**config.mk**
```make
export PLATFORM = sky130hd
export DESIGN_NAME = aiopc_axis
export DESIGN_NICKNAME = d
export VERILOG_FILES = /design/src/aiopc_pkg.sv /design/src/aiopc_axis.sv
export SDC_FILE = /design/constraint.sdc
export NUM_CORES = 1
export LEC_CHECK = 0
export ABC_AREA = 1
export ABC_CLOCK_PERIOD_IN_PS = 9500
export BUFFER_PORTS_ARGS = -buffer_cell sky130_fd_sc_hd__buf_4
export CORE_UTILIZATION = 60
export CTS_CLUSTER_DIAMETER = 200
export CTS_CLUSTER_SIZE = 25
export DETAILED_ROUTE_END_ITERATION = 12
export HOLD_SLACK_MARGIN = 0.02
export PLACE_DENSITY = 0.78
export SYNTH_ARGS = -nofsm -noshare
export SYNTH_HDL_FRONTEND = slang
export SYNTH_SLANG_ARGS = --single-unit
```
**constraint.sdc**
```tcl
create_clock -name clk -period 9.5 [get_ports clk]
set_clock_uncertainty 0.15 [all_clocks]
set_input_delay 0 -clock clk [delete_from_list [all_inputs] [get_ports clk]]
set_output_delay 0 -clock clk [all_outputs]
set_load 0.02 [all_outputs]
```
**src/aiopc_pkg.sv**
```systemverilog
// package of register map, field layouts and defaults for the axis protection block
package aiopc_pkg;
  // register byte addresses
  localparam logic [7:0] ADDR_PULSE_FMT  = 8'h00;
  localparam logic [7:0] ADDR_ALARM      = 8'h04;
  localparam logic [7:0] ADDR_INPOS      = 8'h08;
  localparam logic [7:0] ADDR_CLEAR      = 8'h0c;
  localparam logic [7:0] ADDR_ENDLIM     = 8'h10;
  localparam logic [7:0] ADDR_SOFTCTL    = 8'h14;
  localparam logic [7:0] ADDR_NEG_POS    = 8'h18;
  localparam logic [7:0] ADDR_POS_POS    = 8'h1c;
  localparam logic [7:0] ADDR_HOME       = 8'h20;
  localparam logic [7:0] ADDR_BL_CTL     = 8'h24;
  localparam logic [7:0] ADDR_BL_RATE    = 8'h28;
  localparam logic [7:0] ADDR_STATUS     = 8'h2c;
  localparam logic [7:0] ADDR_POSITION   = 8'h30;

  // pulse output format codes
  localparam logic [9:0] FMT_SD_NORM    = 10'h001;
  localparam logic [9:0] FMT_SD_PULSE_N = 10'h002;
  localparam logic [9:0] FMT_SD_DIR_N   = 10'h004;
  localparam logic [9:0] FMT_SD_BOTH_N  = 10'h008;
  localparam logic [9:0] FMT_CW_NORM    = 10'h010;
  localparam logic [9:0] FMT_CW_BOTH_N  = 10'h020;
  localparam logic [9:0] FMT_CW_FIRST_N = 10'h100;
  localparam logic [9:0] FMT_CW_SECOND_N = 10'h200;

  // control field positions
  localparam int BIT_ENABLE   = 0;
  localparam int BIT_POLARITY = 1;
  localparam int BIT_REACTION = 2;
  localparam int BIT_NEG_EN   = 0;
  localparam int BIT_POS_EN   = 1;
  localparam int BIT_NEG_REACT = 2;
  localparam int BIT_POS_REACT = 3;
  localparam int BIT_HOME_CLR = 0;
  localparam int BIT_HOME_REACT = 1;
  localparam int BIT_ORIGIN_POL = 2;
  localparam int BIT_IDX_POL  = 3;

  // reset values
  localparam logic [2:0]  ALARM_RST   = 3'h6; // disabled, high active, decelerate
  localparam logic [1:0]  INPOS_RST   = 2'h2; // disabled, high active
  localparam logic [2:0]  CLEAR_RST   = 3'h3; // polarity high, mode 1
  localparam logic [2:0]  ENDLIM_RST  = 3'h7; // enabled, high active, decelerate
  localparam logic [3:0]  SOFT_RST    = 4'hc; // both off, both decelerate
  localparam logic [3:0]  HOME_RST    = 4'hc; // origin/index high active
  localparam logic [11:0] BL_MAX      = 12'hfff;
  localparam logic [1:0]  CLR_MODE_HOME = 2'h1;

  // clear pulse length and rate divider reference
  localparam int CLK_HZ = 100_000_000;
  localparam int CLEAR_PULSE_NS = 1000;
  localparam int CLEAR_CYCLES = (CLEAR_PULSE_NS * (CLK_HZ / 1_000_000) + 999) / 1000;

  // stop request: immediate or decelerating
  typedef struct packed {
    logic immediate;
    logic decel;
  } aiopc_stop_s;

  // motion state of the pulse sequencer
  typedef enum logic [2:0] {
    ST_IDLE = 3'b001,
    ST_COMP = 3'b010,
    ST_CMD  = 3'b100
  } aiopc_state_e;
endpackage

```
**src/aiopc_axis.sv**
```systemverilog
// axis pulse formatting, limit and alarm stops, homing actions and backlash compensation
`timescale 1ns/10ps
module aiopc_axis
  import aiopc_pkg::*;
(
  input  wire logic        clk,          // 100 MHz clock
  input  wire logic        rst,          // synchronous reset, active high
  input  wire logic        psel,         // apb select
  input  wire logic        penable,      // apb enable
  input  wire logic        pwrite,       // apb direction
  input  wire logic [7:0]  paddr,        // apb byte address
  input  wire logic [31:0] pwdata,       // apb write data
  output logic      [31:0] prdata,       // apb read data
  output logic             pready,       // apb ready
  output logic             pslverr,      // apb error on unmapped address
  input  wire logic        cmdPulse,     // command pulse request, one cycle
  input  wire logic        cmdDir,       // commanded direction, 1 positive
  input  wire logic        homeDone,     // homing finished, one cycle
  input  wire logic        driveAlarm,   // raw alarm pin
  input  wire logic        endLimit,     // raw end limit pin
  input  wire logic        inPosition,   // raw in-position pin
  input  wire logic        originSensor, // raw origin pin
  input  wire logic        encoderIndex, // raw index pin
  output logic             pulseA,       // pulse or cw line
  output logic             pulseB,       // direction or ccw line
  output logic             counterClear, // deviation counter clear output
  output logic             stopNow,      // immediate stop request
  output logic             stopDecel,    // decelerating stop request
  output logic             originActive, // origin after polarity
  output logic             indexActive,  // index after polarity
  output logic             inPosOk,      // in-position reached
  output logic             cmdReady      // sequencer accepts command pulse
);

  logic [9:0]         pulseFmt;
  logic [2:0]         alarmCfg;
  logic [1:0]         inposCfg;
  logic [2:0]         clearCfg;
  logic [2:0]         endCfg;
  logic [3:0]         softCfg;
  logic signed [31:0] negLimit;
  logic signed [31:0] posLimit;
  logic [3:0]         homeCfg;
  logic               blEnable;
  logic [11:0]        blCount;
  logic [31:0]        blRate;
  logic signed [31:0] position;
  logic [7:0]         clearCnt;
  logic [11:0]        compLeft;
  logic [31:0]        rateAcc;
  logic               lastDir;
  logic               pulsePhase;
  logic               pulseDir;
  aiopc_state_e       state;
  aiopc_stop_s        next_stop;

  logic alarmHit, endHit, negHit, posHit, wr, rd, mapped, homeStop, rateTick;

  assign wr = psel && penable && pwrite;
  assign rd = psel && !penable && !pwrite;

  // polarity applied before any use of the pins
  assign alarmHit = alarmCfg[BIT_ENABLE] &&
                    (driveAlarm == alarmCfg[BIT_POLARITY]);
  assign endHit   = endCfg[BIT_ENABLE] &&
                    (endLimit == endCfg[BIT_POLARITY]);
  assign negHit = softCfg[BIT_NEG_EN] && !cmdDir && (position <= negLimit);
  assign posHit = softCfg[BIT_POS_EN] && cmdDir && (position >= posLimit);
  assign homeStop = homeDone;

  // address decode, answered in the access cycle with no wait
  always_comb begin
    if (paddr == ADDR_PULSE_FMT || paddr == ADDR_ALARM || paddr == ADDR_INPOS ||
        paddr == ADDR_CLEAR || paddr == ADDR_ENDLIM || paddr == ADDR_SOFTCTL) begin
      mapped = 1'b1;
    end else if (paddr == ADDR_NEG_POS || paddr == ADDR_POS_POS || paddr == ADDR_HOME ||
                 paddr == ADDR_BL_CTL || paddr == ADDR_BL_RATE) begin
      mapped = 1'b1;
    end else if (paddr == ADDR_STATUS || paddr == ADDR_POSITION) begin
      mapped = 1'b1;
    end else begin
      mapped = 1'b0;
    end
  end

  // ready rises in setup so the access completes at its first edge
  always_ff @(posedge clk) begin
    if (rst) begin
      pready  <= 1'b0;
      pslverr <= 1'b0;
    end else begin
      pready  <= psel && !penable;
      pslverr <= psel && !penable && !mapped;
    end
  end

  // configuration writes; unsupported codes are ignored and old value kept
  always_ff @(posedge clk) begin
    if (rst) begin
      pulseFmt <= FMT_CW_NORM;
      alarmCfg <= ALARM_RST;
      inposCfg <= INPOS_RST;
      clearCfg <= CLEAR_RST;
      endCfg   <= ENDLIM_RST;
      softCfg  <= SOFT_RST;
      negLimit <= 32'sh0000_0000;
      posLimit <= 32'sh0000_0000;
      homeCfg  <= HOME_RST;
      blEnable <= 1'b0;
      blCount  <= 12'h000;
      blRate   <= 32'h0000_0000;
    end else if (wr && pready) begin
      if (paddr == ADDR_PULSE_FMT) begin
        if (pwdata[9:0] == FMT_SD_NORM || pwdata[9:0] == FMT_SD_PULSE_N ||
            pwdata[9:0] == FMT_SD_DIR_N || pwdata[9:0] == FMT_SD_BOTH_N ||
            pwdata[9:0] == FMT_CW_NORM || pwdata[9:0] == FMT_CW_BOTH_N ||
            pwdata[9:0] == FMT_CW_FIRST_N || pwdata[9:0] == FMT_CW_SECOND_N) begin
          pulseFmt <= pwdata[9:0];
        end
      end else if (paddr == ADDR_ALARM) begin
        alarmCfg <= pwdata[2:0];
      end else if (paddr == ADDR_INPOS) begin
        inposCfg <= pwdata[1:0];
      end else if (paddr == ADDR_CLEAR) begin
        clearCfg[0] <= pwdata[0];
        if (pwdata[2:1] <= CLR_MODE_HOME) begin
          clearCfg[2:1] <= pwdata[2:1];
        end
      end else if (paddr == ADDR_ENDLIM) begin
        endCfg <= pwdata[2:0];
      end else if (paddr == ADDR_SOFTCTL) begin
        softCfg <= pwdata[3:0];
      end else if (paddr == ADDR_NEG_POS) begin
        negLimit <= $signed(pwdata);
      end else if (paddr == ADDR_POS_POS) begin
        posLimit <= $signed(pwdata);
      end else if (paddr == ADDR_HOME) begin
        homeCfg <= pwdata[3:0];
      end else if (paddr == ADDR_BL_CTL) begin
        blEnable <= pwdata[0];
        blCount  <= pwdata[27:16];
      end else if (paddr == ADDR_BL_RATE) begin
        blRate <= pwdata;
      end
    end
  end

  // read mux, registered at setup so data is valid in the access cycle
  always_ff @(posedge clk) begin
    if (rst) begin
      prdata <= 32'h0000_0000;
    end else if (rd) begin
      if (paddr == ADDR_PULSE_FMT) begin
        prdata <= {22'h000000, pulseFmt};
      end else if (paddr == ADDR_ALARM) begin
        prdata <= {29'h0000000, alarmCfg};
      end else if (paddr == ADDR_INPOS) begin
        prdata <= {30'h00000000, inposCfg};
      end else if (paddr == ADDR_CLEAR) begin
        prdata <= {29'h0000000, clearCfg};
      end else if (paddr == ADDR_ENDLIM) begin
        prdata <= {29'h0000000, endCfg};
      end else if (paddr == ADDR_SOFTCTL) begin
        prdata <= {28'h0000000, softCfg};
      end else if (paddr == ADDR_NEG_POS) begin
        prdata <= negLimit;
      end else if (paddr == ADDR_POS_POS) begin
        prdata <= posLimit;
      end else if (paddr == ADDR_HOME) begin
        prdata <= {28'h0000000, homeCfg};
      end else if (paddr == ADDR_BL_CTL) begin
        prdata <= {4'h0, blCount, 15'h0000, blEnable};
      end else if (paddr == ADDR_BL_RATE) begin
        prdata <= blRate;
      end else if (paddr == ADDR_STATUS) begin
        prdata <= {25'h0000000, state, stopDecel, stopNow, inPosOk, counterClear};
      end else if (paddr == ADDR_POSITION) begin
        prdata <= position;
      end else begin
        prdata <= 32'h0000_0000;
      end
    end
  end

  // stop priority: any immediate source wins over a decelerating one
  always_comb begin
    next_stop = '0;
    if (alarmHit) begin
      if (alarmCfg[BIT_REACTION]) next_stop.decel = 1'b1;
      else next_stop.immediate = 1'b1;
    end
    if (endHit) begin
      if (endCfg[BIT_REACTION]) next_stop.decel = 1'b1;
      else next_stop.immediate = 1'b1;
    end
    if (negHit) begin
      if (softCfg[BIT_NEG_REACT]) next_stop.decel = 1'b1;
      else next_stop.immediate = 1'b1;
    end
    if (posHit) begin
      if (softCfg[BIT_POS_REACT]) next_stop.decel = 1'b1;
      else next_stop.immediate = 1'b1;
    end
    if (homeStop) begin
      if (homeCfg[BIT_HOME_REACT]) next_stop.decel = 1'b1;
      else next_stop.immediate = 1'b1;
    end
    if (next_stop.immediate) next_stop.decel = 1'b0;
  end

  // stop outputs and polarity-corrected sensor levels
  always_ff @(posedge clk) begin
    if (rst) begin
      stopNow      <= 1'b0;
      stopDecel    <= 1'b0;
      originActive <= 1'b0;
      indexActive  <= 1'b0;
      inPosOk      <= 1'b0;
    end else begin
      stopNow      <= next_stop.immediate;
      stopDecel    <= next_stop.decel;
      originActive <= (originSensor == homeCfg[BIT_ORIGIN_POL]);
      indexActive  <= (encoderIndex == homeCfg[BIT_IDX_POL]);
      inPosOk <= !inposCfg[BIT_ENABLE] ||
                 (inPosition == inposCfg[BIT_POLARITY]);
    end
  end

  // counter clear pulse of fixed length after homing
  always_ff @(posedge clk) begin
    if (rst) begin
      clearCnt     <= 8'h00;
      counterClear <= 1'b0;
    end else begin
      if (homeDone && clearCfg[2:1] == CLR_MODE_HOME) begin
        clearCnt <= 8'(CLEAR_CYCLES);
      end else if (clearCnt != 8'h00) begin
        clearCnt <= clearCnt - 8'h01;
      end
      counterClear <= (clearCnt != 8'h00) ~^ clearCfg[0];
    end
  end

  // rate divider for corrective pulses: accumulate rate per cycle against clock
  assign rateTick = (rateAcc + blRate) >= 32'(CLK_HZ);
  always_ff @(posedge clk) begin
    if (rst || state != ST_COMP) begin
      rateAcc <= 32'h0000_0000;
    end else if (rateTick) begin
      rateAcc <= rateAcc + blRate - 32'(CLK_HZ);
    end else begin
      rateAcc <= rateAcc + blRate;
    end
  end

  // sequencer: compensation pulses come first after a reversal
  always_ff @(posedge clk) begin
    if (rst) begin
      state      <= ST_IDLE;
      compLeft   <= 12'h000;
      lastDir    <= 1'b1;
      pulsePhase <= 1'b0;
      pulseDir   <= 1'b1;
      position   <= 32'sh0000_0000;
    end else begin
      pulsePhase <= 1'b0;
      case (state)
        ST_IDLE: begin
          if (cmdPulse && !next_stop.immediate) begin
            pulseDir <= cmdDir;
            lastDir  <= cmdDir;
            if (blEnable && cmdDir != lastDir && blCount != 12'h000) begin
              compLeft <= blCount;
              state    <= ST_COMP;
            end else begin
              state <= ST_CMD;
            end
          end
        end
        ST_COMP: begin
          if (next_stop.immediate) begin
            state <= ST_IDLE;
          end else if (compLeft == 12'h000) begin
            state <= ST_CMD; // one low cycle keeps the last corrective pulse apart
          end else if (rateTick) begin
            pulsePhase <= 1'b1;
            compLeft   <= compLeft - 12'h001;
          end
        end
        ST_CMD: begin
          if (!next_stop.immediate) begin
            pulsePhase <= 1'b1;
            position <= pulseDir ? position + 32'sh1 : position - 32'sh1;
          end
          state <= ST_IDLE;
        end
        default: state <= ST_IDLE;
      endcase
      if (homeDone && homeCfg[BIT_HOME_CLR]) position <= 32'sh0000_0000;
    end
  end

  // ready decodes the sequencer's next state, so it is high exactly while idle
  always_ff @(posedge clk) begin
    if (rst) cmdReady <= 1'b1;
    else cmdReady <= (state == ST_IDLE && !(cmdPulse && !next_stop.immediate)) ||
                     state == ST_CMD || (state == ST_COMP && next_stop.immediate);
  end

  // line formatting per selected output style
  always_ff @(posedge clk) begin
    if (rst) begin
      pulseA <= 1'b0;
      pulseB <= 1'b0;
    end else begin
      case (pulseFmt)
        FMT_SD_NORM:     begin pulseA <= pulsePhase;  pulseB <= pulseDir;  end
        FMT_SD_PULSE_N:  begin pulseA <= !pulsePhase; pulseB <= pulseDir;  end
        FMT_SD_DIR_N:    begin pulseA <= pulsePhase;  pulseB <= !pulseDir; end
        FMT_SD_BOTH_N:   begin pulseA <= !pulsePhase; pulseB <= !pulseDir; end
        FMT_CW_BOTH_N: begin
          pulseA <= !(pulsePhase && pulseDir);
          pulseB <= !(pulsePhase && !pulseDir);
        end
        FMT_CW_FIRST_N: begin
          pulseA <= !(pulsePhase && pulseDir);
          pulseB <= pulsePhase && !pulseDir;
        end
        FMT_CW_SECOND_N: begin
          pulseA <= pulsePhase && pulseDir;
          pulseB <= !(pulsePhase && !pulseDir);
        end
        default: begin
          pulseA <= pulsePhase && pulseDir;
          pulseB <= pulsePhase && !pulseDir;
        end
      endcase
    end
  end

  // checks on stop, clear, compensation and origin polarity behaviour
  a_alarm_off_quiet: assert property (@(posedge clk) disable iff (rst)
    !alarmCfg[BIT_ENABLE] && !endHit && !negHit && !posHit && !homeStop |=> !stopNow && !stopDecel)
    else $error("stop raised with no enabled source");
  a_alarm_immediate: assert property (@(posedge clk) disable iff (rst)
    alarmHit && !alarmCfg[BIT_REACTION] |=> stopNow)
    else $error("alarm immediate stop missing");
  a_end_limit_stop: assert property (@(posedge clk) disable iff (rst)
    endHit |=> stopNow || stopDecel)
    else $error("end limit produced no stop");
  a_soft_limit_pos: assert property (@(posedge clk) disable iff (rst)
    posHit && !softCfg[BIT_POS_REACT] |=> stopNow)
    else $error("positive soft limit not stopping");
  a_clear_pulse_home: assert property (@(posedge clk) disable iff (rst)
    homeDone && clearCfg == CLEAR_RST |=> ##1 counterClear)
    else $error("clear pulse missing after homing");
  a_home_pos_clear: assert property (@(posedge clk) disable iff (rst)
    homeDone && homeCfg[BIT_HOME_CLR] |=> position == 32'sh0)
    else $error("position not cleared after homing");
  a_comp_first: assert property (@(posedge clk) disable iff (rst)
    state == ST_IDLE && cmdPulse && !next_stop.immediate && blEnable &&
    cmdDir != lastDir && blCount != 12'h000 |=> state == ST_COMP)
    else $error("reversal skipped compensation");
  a_origin_pol: assert property (@(posedge clk) disable iff (rst)
    ##1 originActive == ($past(originSensor) == $past(homeCfg[BIT_ORIGIN_POL])))
    else $error("origin polarity wrong");
  c_comp_run: cover property (@(posedge clk) state == ST_COMP ##[1:50] state == ST_CMD);
  c_decel: cover property (@(posedge clk) stopDecel);
  c_clear: cover property (@(posedge clk) homeDone ##2 counterClear);
endmodule

```
* Yosys cells after proc, flatten, opt, wreduce, memory -nomap -nowiden
Index checks and enable logic that the tools add are counted.
** Storage, ports and cells
- Register bits after elaboration :: 270
- Input port bits :: 53
- Output and inout bits :: 43
- Word-level logic and storage cells :: 236
** Cells by class
- $add $sub $neg :: 6
- Magnitude comparators :: 4
- Equality and inequality tests :: 44
- Muxes and demuxes :: 53
- Bitwise operators :: 12
- Reduce and logical (&&, ||, !) cells :: 84
** Operator list (count)
- $mux 32 :: 15
- $mux 12 :: 5
- $eq 8x6->1 const B :: 5
- $add 32x2->32 const B :: 1
- $add 32x32->32 :: 1
- $eq 8x5->1 const B :: 4
- $ge 32x27->1 const B :: 1
- $ge 32x32->1 :: 1
- $le 32x32->1 :: 1
- $sub 32x2->32 const B :: 1
- $sub 32x27->32 const B :: 1
- $pmux 12 s2 :: 1
- $logic_and 1x1->1 :: 21
- $logic_or 1x1->1 :: 21
- $eq 10x1->1 const B :: 2
- $eq 10x10->1 const B :: 2
- $eq 10x2->1 const B :: 2
- $eq 10x3->1 const B :: 2
- $eq 10x4->1 const B :: 2
- $eq 10x6->1 const B :: 2
- $eq 10x9->1 const B :: 2
- $reduce_and 6->1 :: 3
- $reduce_or 2->1 :: 9
- $mux 1 :: 17
- 39 further kinds :: 81

* Logic depth before layout (Yosys ltp)
- Depth in word-level cells :: 17
- Depth in mapped cells :: 28
- Depth with buffers taken out :: 28

* Least setup slack after synthesis
Ideal clock, no wire load.
- Kind :: register to register
- From :: register blRate[0]
- To :: register compLeft[7]
- Setup time :: 64 ps
- Arrival time :: 3011 ps
- Data required time :: 9286 ps
- Slack :: 6275 ps
- Stages on the path, launching flop included :: 27
- Buffers on the path :: 1
- Clock period less this slack :: 3225 ps
- Path through :: dfxtp_1 > ha_1 > fa_1 > nand3_1 > nand3_1 > nand2_1 > nand2_2 > xor2_1 > inv_1 > ha_1 > nand3_1 > nor2_1 > nand3_1 > nor2_1 > nand4_1 > nor2_1 > nand4_1 > nand2_1 > nand2_1 > nand2_1 > nand2_2 > nand3_4 > inv_2 > nor2_4 > buf_6 > nor2_2 > nor2_1
** Between the ends
- Cells in the longest elaborated chain, start to end :: 4
** RTL lines
- from (decl) :: RTL line aiopc_axis.sv:46 : logic [31:0] blRate;
- from (signal assigned) :: RTL line aiopc_axis.sv:143 : blRate <= pwdata;
- $add 32x32->32 :: RTL line aiopc_axis.sv:245 : assign rateTick = (rateAcc + blRate) >= 32'(CLK_HZ);
- $ge 32x27->1 :: RTL line aiopc_axis.sv:245
- $ne 2x2->1 (no line)
- $reduce_and 6->1 (no line)
- to (signal assigned) :: RTL line aiopc_axis.sv:273 : compLeft <= blCount;
- to (signal assigned) :: RTL line aiopc_axis.sv:287 : compLeft <= compLeft - 12'h001;
- to (decl) :: RTL line aiopc_axis.sv:49 : logic [11:0] compLeft;
Every way passes these cells.
A chain may end at the register's enable or synchronous reset.

* Final worst setup path
- From :: register pulseDir
- To :: register position[27]
** Between the ends
- Cells in the longest elaborated chain, start to end :: 1
** RTL lines
- from (decl) :: RTL line aiopc_axis.sv:53 : logic pulseDir;
- from (signal assigned) :: RTL line aiopc_axis.sv:270 : pulseDir <= cmdDir;
- $mux 32 :: RTL line aiopc_axis.sv:293 : position <= pulseDir ? position + 32'sh1 : position - 32'sh1;
- to (signal assigned) :: RTL line aiopc_axis.sv:293
- to (decl) :: RTL line aiopc_axis.sv:47 : logic signed [31:0] position;
Every way passes these cells.

==> results.cfg <==
[critical_path]
reg2reg_depth = 13
cp.required_ns = 9.72
crit_path_end_kind = register
cpMostUsedCell = nand2_1
critPathArrivalTime_ns = 4.68
critical_path.max_fanout = 33
path_delay_family = compound AO/OA/AOI/OAI gates
path_cells = inv_1, ha_1, nand3_1, nand2_1, a21oi_1, o21bai_1, a21oi_1, o21ai_0, nand2_1, o21ai_0, nand2_1, nand3_1, a31oi_1
slowest_stage = inv_1
crit_path_max_incr_delay_ns = 0.69
worstSetupPathType = register to register
worst-path-stages = 13
startpoint_type = register
crit_buf_inv = 1

[layout]
nFillCells = 2605
syn_to_final_growth_pct = 11.2
layout-drive-gt1-share = 0.0745
multiInputGateArea_um2 = 10400
antenna_cells = 0
regArea_um2 = 5410
final_util = 0.677
final_nets = 2910

[cts]
clk_latency_ns = 0.52
cts_made_buffers = 14
path_clk_slew_ns = 0.10
htreeDepth = 1
cts_tree = built
cts-root-buf = clkbuf_16
cts.sinks = 270
cts-resized-gates = 0
cts.path.max_buffers = 3

[grt]
grt.total_usage = 0.374
grt_max_degree = 103
grt_pass1_vias = 17100
antenna_found_initial = 2
gr-total-overflow = 0
grt_pass1_wl_mm = 90.1

[route]
vias = 18400
drc = 0
drtPass1Iterations = 5
drt_iter0_drc = 1918
wl_per_cell_um = 18.4
drtAntennaViolNets = 0
viasPerCell = 5.93
drt-total-wl_mm = 57.3

[logic_synthesis]
synth_cell_types = 56
async_flop_share = 0
syn-num-nets = 2812
ys_ff_latch = 270
synth_edf_count = 0
ys_seq_area_frac = 0.309
syn_inst = 2628
syn_area_per_cell_um2 = 6.65
ys.flop_type = dfxtp_1
yosys_warnings = 0
synthesis.area_um2 = 17500

[timing]
hold_viol = 0
final-setup-viol-count = 0
rsz0062_at_grt = false
period_share = 0.469
setup_tns_ns = 0
min_period_ns = 4.46
maxClockFrequency_mhz = 224
slew_viol_final = 0
tightestPinTransition_ns = 1.20
slew_headroom = 0.196

[pwr]
ir_drop_mv = 0.114
finalPower_mw = 2.55
powerDensity_nw_per_um2 = 131
p_leak_nw = 8.54

[die]
core_area_um2 = 28700
pin_count = 96
die_x_um = 173
start_util = 0.609
num_rows = 62
fp.dieH_um = 173
dieArea_um2 = 29800

[worst_hold_path]
hp-class = input pin to register
whs_path_depth = 5

[placement]
hpwl_mm = 43.0
io_buffers = 95
place_congestion = 0.978

[outcome]
status = complete, no violations

[job]
max_cap_viol_count = 0
## worst min-delay path, stage by stage
cell and delay [ns]:
buf_4 0.08, nor2_1 0.06, nand2_1 0.10, or2_2 0.16
nor4b_1 0.22
## cells in the mapped netlist (all sizes together) (11+ instances only)
cell      n  area [um^2]
nand2   515         1980
inv     359         1350
a21oi   299         1500
nor2    292         1170
dfxtp   270         5410
o21ai   237         1190
nand3   155          813
ha      129         1610
clkbuf   78          293
nor3     47          270
a211oi   41          308
nand4    40          256
xnor2    23          201
o211ai   21          158
xor2     18          173
o221ai   12          105
o21a     11         82.6
## registers in the layout, summed over array words and instances, names as in the netlist, 12 cells and up
signal,cells
negLimit,32
blCount,12
rateAcc,32
prdata,32
position,32
compLeft,12
posLimit,32
blRate,32
## final timing paths
path	from	end	slack (ns)
max	pulseDir	position[27]	5.04
min	paddr[1]	pslverr	0.03
max reg2reg	pulseDir	position[27]	5.04
min reg2reg	prdata[30]	prdata[30]	0.32
## power breakdown
group	switching (mW)	internal, mW	total, mW
logic	0.416	0.237	0.653
registers	0.0488	1.17	1.22
clock network	0.394	0.286	0.680
total	0.859	1.69	2.55
## final cells by class
class,count,area share
well taps,384,0.0247
flip-flops and latches,270,0.278
clock buffers,15,0.0193
inverters,361,0.0698
clock inverters,1,0.000386
multi-input cells,1909,0.534
repair buffers,170,0.0734
## kinds of logic (layout without fill, tap and decap cells)
family | Yosys count | in the layout | share of synthesized area
AOI/OAI and AO/OA | 663 | 663 | 0.210
DFF | 270 | 270 | 0.309
adders and majority gates | 131 | 131 | 0.0947
and+or+nand+nor | 1074 | 1074 | 0.267
buffers and inverters | 449 | 547 | 0.0981
xor gates and xnor gates | 41 | 41 | 0.0214
## metrics by stage
stage	hold WS, ns	setup WS, ns	std cells	area, um^2
after floorplan	-0.0368	6.27	2628	17500
after global placement	0.0863	5.24	3034	18400
after detailed placement	0.0911	5.23	3034	18400
after CTS	0.0296	5.16	3110	19400
after global routing	0.0666	4.82	3110	19400
final	0.0259	5.04	3110	19400
## per-layer routing
layer	global-route usage	up-vias	routed length (um)	part of all wire
met1	0.501	8554	24400	0.43
li1	-	8943	-	-
met3	0.0530	145	4740	0.083
met5	0	-	27	0.00047
met4	0.125	4	1930	0.034
met2	0.618	781	26200	0.46
## placed cells by master (no fill, tap or decap), drive strengths merged, types with 3 or more instances in the layout
| cell | n |
|---|---|
| nand3b | 7 |
| inv | 358 |
| nand3 | 155 |
| xor2 | 18 |
| o21ai | 237 |
| nor3 | 47 |
| o21a | 11 |
| dfxtp | 270 |
| or2 | 7 |
| nand4 | 40 |
| xnor2 | 23 |
| a211oi | 41 |
| clkbuf | 15 |
| a221oi | 4 |
| a31oi | 6 |
| o221ai | 12 |
| o31ai | 3 |
| ha | 129 |
| o211ai | 21 |
| nor2 | 292 |
| o21bai | 7 |
| buf | 110 |
| o2111ai | 8 |
| nor4 | 5 |
| dlygate4sd3 | 60 |
| o22ai | 5 |
| nand2 | 515 |
| clkinv | 3 |
| a21oi | 299 |
## repair_timing
action	4_1_cts	5_1_grt
buffers inserted	0	0
hold buffers	60	0
hold endpoints to repair	213	0
No activity file was read; power rests on OpenSTA's default activity.
